<file path="src/pkg/iorsd_pkg.sv">
// io register space decode: package of offsets, field layouts, reset values and carriers
// assumes the core presents one access per cycle on the request struct below
package iorsd_pkg;

  // ----------------------------------------------------------------
  // address map
  // ----------------------------------------------------------------
  localparam logic [5:0] IORSD_BIT_SPACE_TOP = 6'h1f;
  localparam logic [5:0] IORSD_PORT_SPACE_TOP = 6'h3f;
  localparam logic [7:0] IORSD_DATA_IO_BASE = 8'h20;
  localparam logic [7:0] IORSD_EXT_BASE = 8'h60;
  localparam logic [7:0] IORSD_EXT_TOP = 8'hff;
  localparam int IORSD_EXT_DEPTH = 160;

  localparam logic [5:0] IORSD_PORT_B_PIN_LEVEL = 6'h03;
  localparam logic [5:0] IORSD_PORT_C_PIN_LEVEL = 6'h06;
  localparam logic [5:0] IORSD_PORT_D_PIN_LEVEL = 6'h09;
  localparam logic [5:0] IORSD_PORT_E_PIN_LEVEL = 6'h0c;
  localparam logic [5:0] IORSD_DIR_B = 6'h04;
  localparam logic [5:0] IORSD_OUT_B = 6'h05;
  localparam logic [5:0] IORSD_DIR_C = 6'h07;
  localparam logic [5:0] IORSD_OUT_C = 6'h08;
  localparam logic [5:0] IORSD_DIR_D = 6'h0a;
  localparam logic [5:0] IORSD_OUT_D = 6'h0b;
  localparam logic [5:0] IORSD_DIR_E = 6'h0d;
  localparam logic [5:0] IORSD_OUT_E = 6'h0e;
  localparam logic [5:0] IORSD_T8_FLAGS = 6'h15;
  localparam logic [5:0] IORSD_T16_FLAGS = 6'h16;
  localparam logic [5:0] IORSD_GP1 = 6'h19;
  localparam logic [5:0] IORSD_GP2 = 6'h1a;
  localparam logic [5:0] IORSD_GP3 = 6'h1b;
  localparam logic [5:0] IORSD_XIRQ_FLAGS = 6'h1c;
  localparam logic [5:0] IORSD_XIRQ_MASK = 6'h1d;
  localparam logic [5:0] IORSD_GP0 = 6'h1e;
  localparam logic [5:0] IORSD_NVM_CTRL = 6'h1f;
  localparam logic [5:0] IORSD_NVM_DATA = 6'h20;
  localparam logic [5:0] IORSD_NVM_ADDR_LO = 6'h21;
  localparam logic [5:0] IORSD_NVM_ADDR_HI = 6'h22;
  localparam logic [5:0] IORSD_PRESC_SYNC = 6'h23;
  localparam logic [5:0] IORSD_T8_CTRL_A = 6'h24;
  localparam logic [5:0] IORSD_T8_CTRL_B = 6'h25;
  localparam logic [5:0] IORSD_T8_COUNT = 6'h26;
  localparam logic [5:0] IORSD_T8_CMP_A = 6'h27;
  localparam logic [5:0] IORSD_T8_CMP_B = 6'h28;

  // ----------------------------------------------------------------
  // implemented-bit masks (reserved bits are zero)
  // ----------------------------------------------------------------
  localparam logic [7:0] IORSD_MASK_FULL = 8'hff;
  localparam logic [7:0] IORSD_MASK_PORT_E = 8'h07;
  localparam logic [7:0] IORSD_MASK_T8_FLAGS = 8'h07;
  localparam logic [7:0] IORSD_MASK_T16_FLAGS = 8'h27;
  localparam logic [7:0] IORSD_MASK_XIRQ = 8'h0f;
  localparam logic [7:0] IORSD_MASK_NVM_CTRL = 8'h0f;
  localparam logic [7:0] IORSD_MASK_NVM_ADDR_HI = 8'h0f;
  localparam logic [7:0] IORSD_MASK_PRESC_SYNC = 8'hc1;
  localparam logic [7:0] IORSD_MASK_T8_CTRL_A = 8'hf3;
  localparam logic [7:0] IORSD_MASK_T8_CTRL_B = 8'hcf;
  localparam logic [7:0] IORSD_RESET_VALUE = 8'h00;

  // ----------------------------------------------------------------
  // carriers
  // ----------------------------------------------------------------
  typedef enum logic [2:0] {
    IORSD_OP_NONE = 3'h0,
    IORSD_OP_PORT_READ = 3'h1,
    IORSD_OP_PORT_WRITE = 3'h2,
    IORSD_OP_SET_BIT = 3'h3,
    IORSD_OP_CLEAR_BIT = 3'h4,
    IORSD_OP_TEST_BIT = 3'h5,
    IORSD_OP_MEM_READ = 3'h6,
    IORSD_OP_MEM_WRITE = 3'h7
  } iorsd_op_t;

  typedef struct packed {
    iorsd_op_t op;
    logic [7:0] addr;
    logic [2:0] bit_sel;
    logic [7:0] wdata;
  } iorsd_req_t;

  typedef struct packed {
    logic valid;
    logic [7:0] rdata;
    logic bit_value;
    logic refused;
  } iorsd_rsp_t;

  typedef struct packed {
    logic [7:0] t8;
    logic [7:0] t16;
    logic [7:0] xirq;
  } iorsd_flags_t;

endpackage

</file>
<file path="src/hdl/iorsd_sync2.sv">
// io register space decode: two-flop synchroniser for a bus of pin levels
// assumes the pins are asynchronous to core_clk
`timescale 1ns/10ps
module iorsd_sync2 import iorsd_pkg::*; #(
  parameter int WIDTH = 8
) (
  // clock and reset
  input wire logic core_clk,
  input wire logic reset,
  // level in and out
  input wire logic [WIDTH-1:0] async_in,
  output logic [WIDTH-1:0] sync_out
);
  logic [WIDTH-1:0] meta_q;

  always_ff @(posedge core_clk or posedge reset) begin
    if (reset) begin
      meta_q <= '0;
      sync_out <= '0;
    end else begin
      meta_q <= async_in;
      sync_out <= meta_q;
    end
  end
endmodule

</file>
<file path="src/hdl/iorsd_top.sv">
// io register space decode: port, bit and data-space access to the low io registers
// assumes the core issues at most one request per cycle and peripherals raise flag pulses
`timescale 1ns/10ps
module iorsd_top import iorsd_pkg::*; (
  // clock and reset
  input wire logic core_clk,
  input wire logic reset,
  // core access
  input wire iorsd_req_t req,
  output iorsd_rsp_t rsp,
  // pin levels from the ports
  input wire logic [7:0] pin_b,
  input wire logic [7:0] pin_c,
  input wire logic [7:0] pin_d,
  input wire logic [7:0] pin_e,
  // flag set pulses from peripherals
  input wire iorsd_flags_t flag_set,
  // register contents towards peripherals
  output logic [7:0] dir_b,
  output logic [7:0] out_b,
  output logic [7:0] dir_c,
  output logic [7:0] out_c,
  output logic [7:0] dir_d,
  output logic [7:0] out_d,
  output logic [7:0] dir_e,
  output logic [7:0] out_e,
  output iorsd_flags_t flags,
  output logic [7:0] xirq_mask,
  output logic [7:0] nvm_ctrl,
  output logic [7:0] nvm_data,
  output logic [15:0] nvm_addr,
  output logic [7:0] presc_sync,
  output logic [7:0] t8_ctrl_a,
  output logic [7:0] t8_ctrl_b,
  output logic [7:0] t8_count,
  output logic [7:0] t8_cmp_a,
  output logic [7:0] t8_cmp_b
);

  // ----------------------------------------------------------------
  // pin synchronisers
  // ----------------------------------------------------------------
  logic [31:0] pins_sync;

  iorsd_sync2 #(.WIDTH(32)) u_pin_sync (
    .core_clk(core_clk),
    .reset(reset),
    .async_in({pin_e, pin_d, pin_c, pin_b}),
    .sync_out(pins_sync)
  );

  // ----------------------------------------------------------------
  // address decode
  // ----------------------------------------------------------------
  wire is_port_op = (req.op == IORSD_OP_PORT_READ) || (req.op == IORSD_OP_PORT_WRITE);
  wire is_bit_op = (req.op == IORSD_OP_SET_BIT) || (req.op == IORSD_OP_CLEAR_BIT)
    || (req.op == IORSD_OP_TEST_BIT);
  wire is_mem_op = (req.op == IORSD_OP_MEM_READ) || (req.op == IORSD_OP_MEM_WRITE);
  wire is_write = (req.op == IORSD_OP_PORT_WRITE) || (req.op == IORSD_OP_MEM_WRITE);
  // port ops encode only six address bits; upper bits must be zero
  wire port_in_range = (req.addr[7:6] == 2'b00);
  // bit ops reach only the lower half of the port space
  wire bit_in_range = (req.addr <= {2'b00, IORSD_BIT_SPACE_TOP});
  wire mem_io_hit = (req.addr >= IORSD_DATA_IO_BASE) && (req.addr < IORSD_EXT_BASE);
  wire mem_ext_hit = (req.addr >= IORSD_EXT_BASE);
  wire [7:0] mem_io_off = req.addr - IORSD_DATA_IO_BASE;

  wire io_access = (is_port_op && port_in_range) || (is_bit_op && bit_in_range)
    || (is_mem_op && mem_io_hit);
  wire ext_access = is_mem_op && mem_ext_hit;
  wire [5:0] io_addr = is_mem_op ? mem_io_off[5:0] : req.addr[5:0];
  wire refused = (req.op != IORSD_OP_NONE) && !io_access && !ext_access;

  // ----------------------------------------------------------------
  // register storage
  // ----------------------------------------------------------------
  logic [7:0] regs_q [0:63];
  logic [7:0] ext_q [0:IORSD_EXT_DEPTH-1];
  logic [7:0] cur_val;
  logic [7:0] impl_mask;
  logic is_w1c;
  logic is_ro;

  always_comb begin
    impl_mask = IORSD_MASK_FULL;
    is_w1c = 1'b0;
    is_ro = 1'b0;
    cur_val = regs_q[io_addr];
    case (io_addr)
      IORSD_PORT_B_PIN_LEVEL: begin
        cur_val = pins_sync[7:0];
        is_ro = 1'b1;
      end
      IORSD_PORT_C_PIN_LEVEL: begin
        cur_val = pins_sync[15:8];
        is_ro = 1'b1;
      end
      IORSD_PORT_D_PIN_LEVEL: begin
        cur_val = pins_sync[23:16];
        is_ro = 1'b1;
      end
      IORSD_PORT_E_PIN_LEVEL: begin
        cur_val = pins_sync[31:24] & IORSD_MASK_PORT_E;
        impl_mask = IORSD_MASK_PORT_E;
        is_ro = 1'b1;
      end
      IORSD_DIR_B, IORSD_OUT_B, IORSD_DIR_C, IORSD_OUT_C, IORSD_DIR_D, IORSD_OUT_D,
      IORSD_GP0, IORSD_GP1, IORSD_GP2, IORSD_GP3, IORSD_NVM_DATA, IORSD_NVM_ADDR_LO,
      IORSD_T8_COUNT, IORSD_T8_CMP_A, IORSD_T8_CMP_B: impl_mask = IORSD_MASK_FULL;
      IORSD_DIR_E, IORSD_OUT_E: impl_mask = IORSD_MASK_PORT_E;
      IORSD_T8_FLAGS: begin
        impl_mask = IORSD_MASK_T8_FLAGS;
        is_w1c = 1'b1;
      end
      IORSD_T16_FLAGS: begin
        impl_mask = IORSD_MASK_T16_FLAGS;
        is_w1c = 1'b1;
      end
      IORSD_XIRQ_FLAGS: begin
        impl_mask = IORSD_MASK_XIRQ;
        is_w1c = 1'b1;
      end
      IORSD_XIRQ_MASK: impl_mask = IORSD_MASK_XIRQ;
      IORSD_NVM_CTRL: impl_mask = IORSD_MASK_NVM_CTRL;
      IORSD_NVM_ADDR_HI: impl_mask = IORSD_MASK_NVM_ADDR_HI;
      IORSD_PRESC_SYNC: impl_mask = IORSD_MASK_PRESC_SYNC;
      IORSD_T8_CTRL_A: impl_mask = IORSD_MASK_T8_CTRL_A;
      IORSD_T8_CTRL_B: impl_mask = IORSD_MASK_T8_CTRL_B;
      default: begin
        impl_mask = IORSD_RESET_VALUE;
        cur_val = IORSD_RESET_VALUE;
      end
    endcase
  end

  // ----------------------------------------------------------------
  // write data formation
  // ----------------------------------------------------------------
  wire [7:0] bit_onehot = 8'h01 << req.bit_sel;
  wire set_op = io_access && (req.op == IORSD_OP_SET_BIT);
  wire clr_op = io_access && (req.op == IORSD_OP_CLEAR_BIT);
  wire full_wr = io_access && is_write;
  logic [7:0] new_val;
  logic [7:0] clear_bits;

  always_comb begin
    new_val = regs_q[io_addr];
    clear_bits = 8'h00;
    if (is_w1c) begin
      // a set-bit op clears only the addressed bit, so sibling flags survive; a full write clears every bit written as one
      if (set_op) begin
        clear_bits = bit_onehot & impl_mask;
      end else if (full_wr) begin
        clear_bits = req.wdata & impl_mask;
      end
    end else if (set_op) begin
      new_val = regs_q[io_addr] | (bit_onehot & impl_mask);
    end else if (clr_op) begin
      new_val = regs_q[io_addr] & ~bit_onehot;
    end else if (full_wr) begin
      new_val = req.wdata & impl_mask;
    end
  end

  wire do_plain_wr = (set_op || clr_op || full_wr) && !is_w1c && !is_ro
    && (impl_mask != 8'h00);
  wire [7:0] ext_idx = req.addr - IORSD_EXT_BASE;

  // ----------------------------------------------------------------
  // flag next values
  // ----------------------------------------------------------------
  // a flag event in the clearing cycle wins over the clear
  wire [7:0] t8_clr = (io_addr == IORSD_T8_FLAGS) ? clear_bits : 8'h00;
  wire [7:0] t16_clr = (io_addr == IORSD_T16_FLAGS) ? clear_bits : 8'h00;
  wire [7:0] xirq_clr = (io_addr == IORSD_XIRQ_FLAGS) ? clear_bits : 8'h00;
  wire [7:0] t8_flags_d = (flag_set.t8 & IORSD_MASK_T8_FLAGS)
    | (regs_q[IORSD_T8_FLAGS] & ~t8_clr);
  wire [7:0] t16_flags_d = (flag_set.t16 & IORSD_MASK_T16_FLAGS)
    | (regs_q[IORSD_T16_FLAGS] & ~t16_clr);
  wire [7:0] xirq_flags_d = (flag_set.xirq & IORSD_MASK_XIRQ)
    | (regs_q[IORSD_XIRQ_FLAGS] & ~xirq_clr);

  // ----------------------------------------------------------------
  // storage update
  // ----------------------------------------------------------------
  always_ff @(posedge core_clk or posedge reset) begin
    if (reset) begin
      for (int i = 0; i < 64; i++) begin
        regs_q[i] <= IORSD_RESET_VALUE;
      end
    end else begin
      if (do_plain_wr) begin
        regs_q[io_addr] <= new_val;
      end
      regs_q[IORSD_T8_FLAGS] <= t8_flags_d;
      regs_q[IORSD_T16_FLAGS] <= t16_flags_d;
      regs_q[IORSD_XIRQ_FLAGS] <= xirq_flags_d;
    end
  end

  // extended space is a plain array; no reset so it maps to memory
  always_ff @(posedge core_clk) begin
    if (ext_access && (req.op == IORSD_OP_MEM_WRITE)) begin
      ext_q[ext_idx] <= req.wdata;
    end
  end

  // ----------------------------------------------------------------
  // answer
  // ----------------------------------------------------------------
  wire rd_op = (req.op == IORSD_OP_PORT_READ) || (req.op == IORSD_OP_MEM_READ)
    || (req.op == IORSD_OP_TEST_BIT);
  wire [7:0] rd_val = ext_access ? ext_q[ext_idx] : (io_access ? cur_val : 8'h00);

  always_ff @(posedge core_clk or posedge reset) begin
    if (reset) begin
      rsp <= '0;
    end else begin
      rsp.valid <= (req.op != IORSD_OP_NONE);
      rsp.rdata <= rd_op ? rd_val : 8'h00;
      rsp.bit_value <= (req.op == IORSD_OP_TEST_BIT) && io_access
        && cur_val[req.bit_sel];
      rsp.refused <= refused;
    end
  end

  // ----------------------------------------------------------------
  // outputs from flops
  // ----------------------------------------------------------------
  always_ff @(posedge core_clk or posedge reset) begin
    if (reset) begin
      {dir_b, out_b, dir_c, out_c, dir_d, out_d, dir_e, out_e} <= '0;
      flags <= '0;
      {xirq_mask, nvm_ctrl, nvm_data, presc_sync} <= '0;
      nvm_addr <= '0;
      {t8_ctrl_a, t8_ctrl_b, t8_count, t8_cmp_a, t8_cmp_b} <= '0;
    end else begin
      {dir_b, out_b} <= {regs_q[IORSD_DIR_B], regs_q[IORSD_OUT_B]};
      {dir_c, out_c} <= {regs_q[IORSD_DIR_C], regs_q[IORSD_OUT_C]};
      {dir_d, out_d} <= {regs_q[IORSD_DIR_D], regs_q[IORSD_OUT_D]};
      {dir_e, out_e} <= {regs_q[IORSD_DIR_E], regs_q[IORSD_OUT_E]};
      flags <= {regs_q[IORSD_T8_FLAGS], regs_q[IORSD_T16_FLAGS], regs_q[IORSD_XIRQ_FLAGS]};
      xirq_mask <= regs_q[IORSD_XIRQ_MASK];
      nvm_ctrl <= regs_q[IORSD_NVM_CTRL];
      nvm_data <= regs_q[IORSD_NVM_DATA];
      nvm_addr <= {regs_q[IORSD_NVM_ADDR_HI], regs_q[IORSD_NVM_ADDR_LO]};
      presc_sync <= regs_q[IORSD_PRESC_SYNC];
      t8_ctrl_a <= regs_q[IORSD_T8_CTRL_A];
      t8_ctrl_b <= regs_q[IORSD_T8_CTRL_B];
      t8_count <= regs_q[IORSD_T8_COUNT];
      t8_cmp_a <= regs_q[IORSD_T8_CMP_A];
      t8_cmp_b <= regs_q[IORSD_T8_CMP_B];
    end
  end

endmodule

</file>
<file path="config.mk">
export PLATFORM = sky130hd
export DESIGN_NAME = iorsd_top
export DESIGN_NICKNAME = d
export VERILOG_FILES = /design/src/pkg/iorsd_pkg.sv /design/src/hdl/iorsd_sync2.sv /design/src/hdl/iorsd_top.sv
export SDC_FILE = /design/constraint.sdc
export NUM_CORES = 2
export LEC_CHECK = 0
export BUFFER_PORTS_ARGS = -buffer_cell sky130_fd_sc_hd__buf_4
export CAP_MARGIN = 15
export CORE_MARGIN = 2
export CORE_UTILIZATION = 55
export CTS_CLUSTER_SIZE = 12
export DETAILED_ROUTE_END_ITERATION = 8
export PLACE_DENSITY_LB_ADDON = 0.08
export SLEW_MARGIN = 20
export SYNTH_ARGS = -nofsm -noshare
export SYNTH_HDL_FRONTEND = slang
export SYNTH_SLANG_ARGS = --single-unit
</file>
<file path="constraint.sdc">
create_clock -name core_clk -period 58.3 [get_ports core_clk]
set_input_delay 11.66 -clock core_clk [delete_from_list [all_inputs] [get_ports core_clk]]
set_output_delay 11.66 -clock core_clk [all_outputs]
set_load 0.02 [all_outputs]
</file>
## Word level (Yosys, flattened, before mapping)

Memories as Yosys holds them, arrays and structs flattened.
Cells that the tools add are included.

- Bitwise logic cells: 15
- Equal/unequal tests: 37
- Shift-type cells: 1
- Magnitude comparators: 7
- Muxes and demuxes: 28
- Add/subtract/negate cells: 2
- Reduce and logical (&&, ||, !) cells: 41

Operators by type and width:

| cell | count |
|---|---|
| bitwise mux 512 bit | 1 |
| two-way mux 8 bit | 16 |
| case mux 8 bit (7 select lines) | 1 |
| equality test 6 x 5 -> 1 bit (second input constant) | 9 |
| equality test 6 bit (second input constant) | 9 |
| AND 8 bit | 6 |
| binary-select mux 8 bit (select 6 bit) | 1 |
| demux 8 bit (select 6 bit) | 1 |
| equality test 6 x 4 -> 1 bit (second input constant) | 7 |
| case mux 8 bit (5 select lines) | 1 |
| NOT 8 bit | 4 |
| OR reduction 26 bit | 1 |
| equality test 6 x 3 -> 1 bit (second input constant) | 4 |
| OR reduction 18 bit | 1 |
| logical AND 1 bit | 17 |
| equality test 3 bit (second input constant) | 4 |
| OR reduction 4 bit | 3 |
| logical OR 1 bit | 11 |
| greater-or-equal comparator 8 x 6 -> 1 bit (second input constant) | 1 |
| greater-or-equal comparator 8 x 7 -> 1 bit (second input constant) | 1 |
| <= comparator 8 x 5 -> 1 bit (second input constant) | 1 |
| < comparator 8 x 7 -> 1 bit (second input constant) | 1 |
| bitwise OR 3 x 8 -> 8 bit | 1 |
| bitwise OR 4 x 8 -> 8 bit | 1 |
| other kinds (20) | 28 |

- Bits in writable memories: 1280
- Memories kept: 1
- Output and inout port bits: 187
- Register bits after elaboration: 753

Memory list:

| name | depth | width | rd ports | clocked after Yosys merged registers in | write ports | line | text |
|---|---|---|---|---|---|---|---|
| ext_q | 160 | 8 | 1 | 0 | 1 | iorsd_top.sv:78 | `logic [7:0] ext_q [0:IORSD_EXT_DEPTH-1];` |

## Longest topological paths before layout

- Word-level depth: 14
- Gate-level depth with buffers: 15

## Cells and area by module

Synthesis repeated with hierarchy kept, for this count alone.

- Cells, all modules: 4035
- Area total of the unflattened synthesis: 77963.5 um^2

By module, submodules not included:

| module | cells an instance | times used | area an instance (um^2) |
|---|---|---|---|
| iorsd_top | 3970 | 1 | 76358.2 |
| iorsd_sync2 | 65 | 1 | 1605.3 |

## Worst setup path before layout

Ideal clock, no wire load.

- Kind: input-to-reg
- From: in req[15] in the netlist's numbering
- To: mem ext_q[57][0] (enable)
- Slack: 43.805 ns
- Path buffers: 7
- Arrival: 14.125 ns
- Stages: 9
- Library setup time: 0.371 ns
- Cell sequence: clkbuf_1 clkbuf_1 buf_1 clkbuf_1 clkbuf_1 buf_1 nand2_1 clkbuf_1 nor2_1

- Word-level cells in the longest chain between the ends: 5

Ends and longest elaborated chain:

| element | line | text |
|---|---|---|
| start, declared | iorsd_top.sv:9 | `input wire iorsd_req_t req,` |
| greater-or-equal comparator 8 x 7 -> 1 bit | iorsd_top.sv:65 | `wire mem_ext_hit = (req.addr >= IORSD_EXT_BASE);` |
| logical AND 1 bit | iorsd_top.sv:70 | `wire ext_access = is_mem_op && mem_ext_hit;` |
| logical AND 1 bit | iorsd_top.sv:203 | `if (ext_access && (req.op == IORSD_OP_MEM_WRITE)) begin` |
| two-way mux 1 bit | iorsd_top.sv:203 |  |
| two-way mux 1 bit (implied by the code) | iorsd_top.sv:204 | `ext_q[ext_idx] <= req.wdata;` |
| end, declared | iorsd_top.sv:78 |  |

Parallel ways exist; a longest one is shown, timed or not.

## Worst setup path after layout

- From: in req[12] in the netlist's numbering
- To: reg rsp[1] in the netlist's numbering

- Word-level cells in the longest chain between the ends: 10

Ends and longest elaborated chain:

| element | line | text |
|---|---|---|
| subtractor 6 bit | iorsd_top.sv:66 | `wire [7:0] mem_io_off = req.addr - IORSD_DATA_IO_BASE;` |
| two-way mux 6 bit | iorsd_top.sv:71 | `wire [5:0] io_addr = is_mem_op ? mem_io_off[5:0] : req.addr[5:0];` |
| NOT 6 -> 7 bit (implied by the code) | iorsd_top.sv:88 | `cur_val = regs_q[io_addr];` |
| binary-select mux 8 bit (select 6 bit) | iorsd_top.sv:88 |  |
| two-way mux 8 bit (implied by the code) (2 in a row) | iorsd_top.sv:88 |  |
| case mux 8 bit (5 select lines) | iorsd_top.sv:89 | `case (io_addr)` |
| binary-select mux 1 bit (select 3 bit) | iorsd_top.sv:222 | `&& cur_val[req.bit_sel];` |
| two-way mux 1 bit (implied by the code) | iorsd_top.sv:222 |  |
| logical AND 1 bit (*) | iorsd_top.sv:222 |  |
| end, declared | iorsd_top.sv:10 | `output iorsd_rsp_t rsp,` |

Mark *: on every way between the ends. The rest lies on a longest branch, timed or not. The select of a mux whose other input is x is not followed.
A chain may end at the register's enable or synchronous reset.

==> impl_results.md <==
* Status: completed
* Clock Tree Root: clkbuf_16
* TritonCTS Sinks at 2,033
* Mux share of post-synthesis cell area at 16.99%
* H-tree levels at 4
* Layout cell share with drive strength beyond 1 at 28.30%
* Setup violators final at 0
* Register area at 57,280 sq um
* Warnings from Yosys at 0
* Slew @ Worst Pin at 1.116 ns
* Req. time, crit path at 58.94 ns
* WL met1 at 76,570 microns
* Fin nets at 4,165
* I/O Pins at 267
* Drc violations at 0
* Slew HR at 25.60%
* Top cell type by total area after synthesis: edfxtp_1
* Worst-Skew Late Latency at 0.81 ns
* Fill cells at 9,948
* Post-synthesis sequential area ratio at 73.93%
* Syn nets at 4,182
* Hold-fix buffers, CTS at 0
* Start point of the critical path: req[12]
* Via count at 37.29k
* Dominant cells by area after synthesis: edfxtp_1 (50%), dfrtp_1 (24%), mux4_2 (15%), clkbuf_1 (1.8%), mux2_2 (1.2%)
* CTS clk-pin slew, worst paths at 0.06 ns
* Reg2Reg Launch Point: regs_q[211]
* Total die area at 143,900 sq um
* Global-route usage over all layers at 26.72%
* Min cycle time layout at 17.06 ns
* Global placement routability congestion at 0.8903
* Post-synthesis compound-gate area fraction at 2.703%
* Synth Flop Type: edfxtp_1
* Ys async rst share at 37.04%
* Final setup skew at 0.01997 ns
* Unique masters post-synth at 76
* PD cells at 33.57 nW/um^2
* CP max FO at 123
* Post-Synth Simple-Gate Area at 3.097%
* Core area at 139,700 sq um
* Fmax achieved at 0.05863 GHz
* Seq pwr share at 53.5%
* Internal power at 2271 uW
* Clk pwr share at 41.5%
* CTS tree: yes
* IO Port Bufs at 248
* CP arrival at 17.69 ns
* Routed wire length on met2 at 90,010 microns
* Mean number of vias per cell at 6.115
* Die X at 379.3 microns
* Peak supply drop at 0.00002691 V
* Post-route clock period utilization at 29.26%
* Initial antenna violation count at 7
* Switching part of the total at 21.28%
* Post-CTS Setup Bufs at 0
* Clk buf depth at 3
* Fin util at 61.52%
* Post-CTS Resized at 0
* Routed WL at 187,400 microns
* Tot Pwr at 2885 uW
* Routed Antenna Nets at 0
* XOR/XNOR Fraction of Synth Area at 0.04522%
* Area Growth Syn to Fin at 10.92%
* HPWL after DPL at 116,700 microns
* GRT overflow at 0
* Yosys reg bits at 2,033
* Vias in the first global route at 38.03k
* Post-synth EDFFs at 1,280
* Synthesized area at 77,480 sq um
* Largest net degree at the start of global routing at 158
* Die Y at 379.3 microns
* Initial DRC Count at 4,091
* First-pass GRT wire length at 272,000 microns
* Comb power frac at 5.0%
* Max Cap Viol at 0
* Highest Signal Layer: met5
* NetSw at 614.0 uW
* Placed cell area at 79,930 sq um
* Syn Inst Count at 4,101
* RSZ-0062 raised after global routing: false
* CP Class: input pin to flip-flop
* Hold Path Origin: u_pin_sync.meta_q[21]
* Final Hold Viols at 0
* DR WL/cell at 30.74 microns
* Hold_ws at 0.3404 ns
* Crit. End Element: flip-flop
* TritonCTS buffer count at 200
* Starting Density at 55.46%
* Yosys top cell area share at 49.61%
* Largest family of logic cells by synthesized area: multiplexers
* Avg Inst Size Synth at 18.89 sq um
* Adder and majority cell fraction of the synthesized area at 0.01615%
* Multi-input logic area at 17,760 sq um
* TritonRoute pass-1 iters at 8
* Type of the worst min-delay path: flip-flop to flip-flop
* Final instance area at 85,940 sq um
* Met3 WL at 16,010 microns
* # rows at 137
* Leakage at 0.03162 uW
* Startpoint types: input pin
* Slew Limit Fails at 0
* Setup TNS at 0 ns
## power by group through the flow
stage	registers (uW)	logic (uW)	clock network, uW
floorplan	1570	82.6	0
global placement	1570	142	0
detailed placement	1570	144	0
CTS	1540	144	1220
global route	1540	152	1280
finish	1540	143	1200
## cells by family (layout without fill, tap and decap cells)
logic type,count (synthesis),count (layout)
simple gates,549,549
fa+ha+maj,1,1
other cells,0,7
flops,2033,2033
mux,641,641
compound gates,319,319
xor+xnor,4,4
buf+inv,554,668
## cells in the final DEF, fill, tap and decap left out, types with 10 or more instances in the layout
master and instances:
mux4_2 522, a21o_1 13, dfrtp_1 753, a32o_1 10, buf_4 314, nand3_1 61
a22oi_1 32, clkbuf_16 204, nand2_1 166, clkbuf_8 15, o22ai_1 19, and2_1 12
clkbuf_1 87, and3_1 10, o21ai_0 105, nor2b_1 16, a211oi_1 16, mux2i_1 31
a21oi_1 43, edfxtp_1 1280, nor3_1 18, nor2_1 215, mux2_2 81
## critical path: stages
cell and delay (ns):
buf_8 0.43, buf_4 0.80, buf_12 0.52, buf_4 0.86, mux4_2 0.37, o21ai_0 0.12, o21a_1 0.25, a211o_1 0.32
a21oi_1 0.90, a211oi_1 0.10, buf_4 0.24, mux2_2 0.27, o211ai_1 0.45
## per-stage QoR
stage / std cells / worst slack (ns)
finish: 6098 / 41.24
global route: 6092 / 40.99
CTS: 6090 / 41.28
detailed placement: 5757 / 40.41
global placement: 5756 / 40.43
floorplan: 4101 / 25.51
## state kept, by name (all words and copies together) (netlist names), 11 cells and up
| register | cells |
|---|---|
| nvm_addr | 16 |
| rsp | 11 |
| ext_q | 1280 |
| u_pin_sync.meta_q | 27 |
| regs_q | 512 |
| flags | 24 |
| u_pin_sync.sync_out | 27 |
## metal layers
metal  GRT usage (%)  up-vias
li1                -    15705
met1           38.22    19737
met2           41.82     1575
met3           6.328      268
met4           7.330        2
met5               0        -
## cell type report
class                           instances  area share, %
Tap cell                             1876          2.731
Multi-Input combinational cell       1514          20.67
Clock inverter                         27         0.3785
Antenna cell                            7        0.02038
Clock buffer                          306          6.560
Inverter                               12        0.06697
Sequential cell                      2033          66.65
Timing Repair Buffer                  323          2.929
## synthesized netlist by cell type (6+ instances only)
| cell | n |
|---|---|
| a211oi_1 | 16 |
| a21o_1 | 13 |
| a21oi_1 | 44 |
| a22o_1 | 7 |
| a22oi_1 | 32 |
| a31oi_1 | 9 |
| a32o_1 | 10 |
| and2_1 | 12 |
| and3_1 | 10 |
| buf_1 | 7 |
| buf_2 | 117 |
| buf_4 | 19 |
| buf_6 | 18 |
| clkbuf_1 | 376 |
| dfrtp_1 | 753 |
| edfxtp_1 | 1280 |
| inv_1 | 12 |
| mux2_2 | 81 |
| mux2i_1 | 31 |
| mux4_1 | 6 |
| mux4_2 | 522 |
| nand2_1 | 166 |
| nand3_1 | 64 |
| nand4_1 | 9 |
| nor2_1 | 217 |
| nor2b_1 | 18 |
| nor3_1 | 22 |
| nor4_1 | 7 |
| o211ai_1 | 6 |
| o21ai_0 | 105 |
| o221ai_1 | 7 |
| o22ai_1 | 19 |
## path summary, 6_finish.rpt
path	end	slack (ns)	cells after the start
min in group asynchronous	t8_cmp_b[4]	11.06	2
worst min-delay path	u_pin_sync.sync_out[21]	0.34	0
max in group asynchronous	regs_q[137]	43.50	6
worst min register to register	u_pin_sync.sync_out[21]	0.34	0
worst max-delay path	rsp[1]	41.24	13
worst max register to register	rsp[1]	54.82	9
Power figures use the tool's default switching activity.
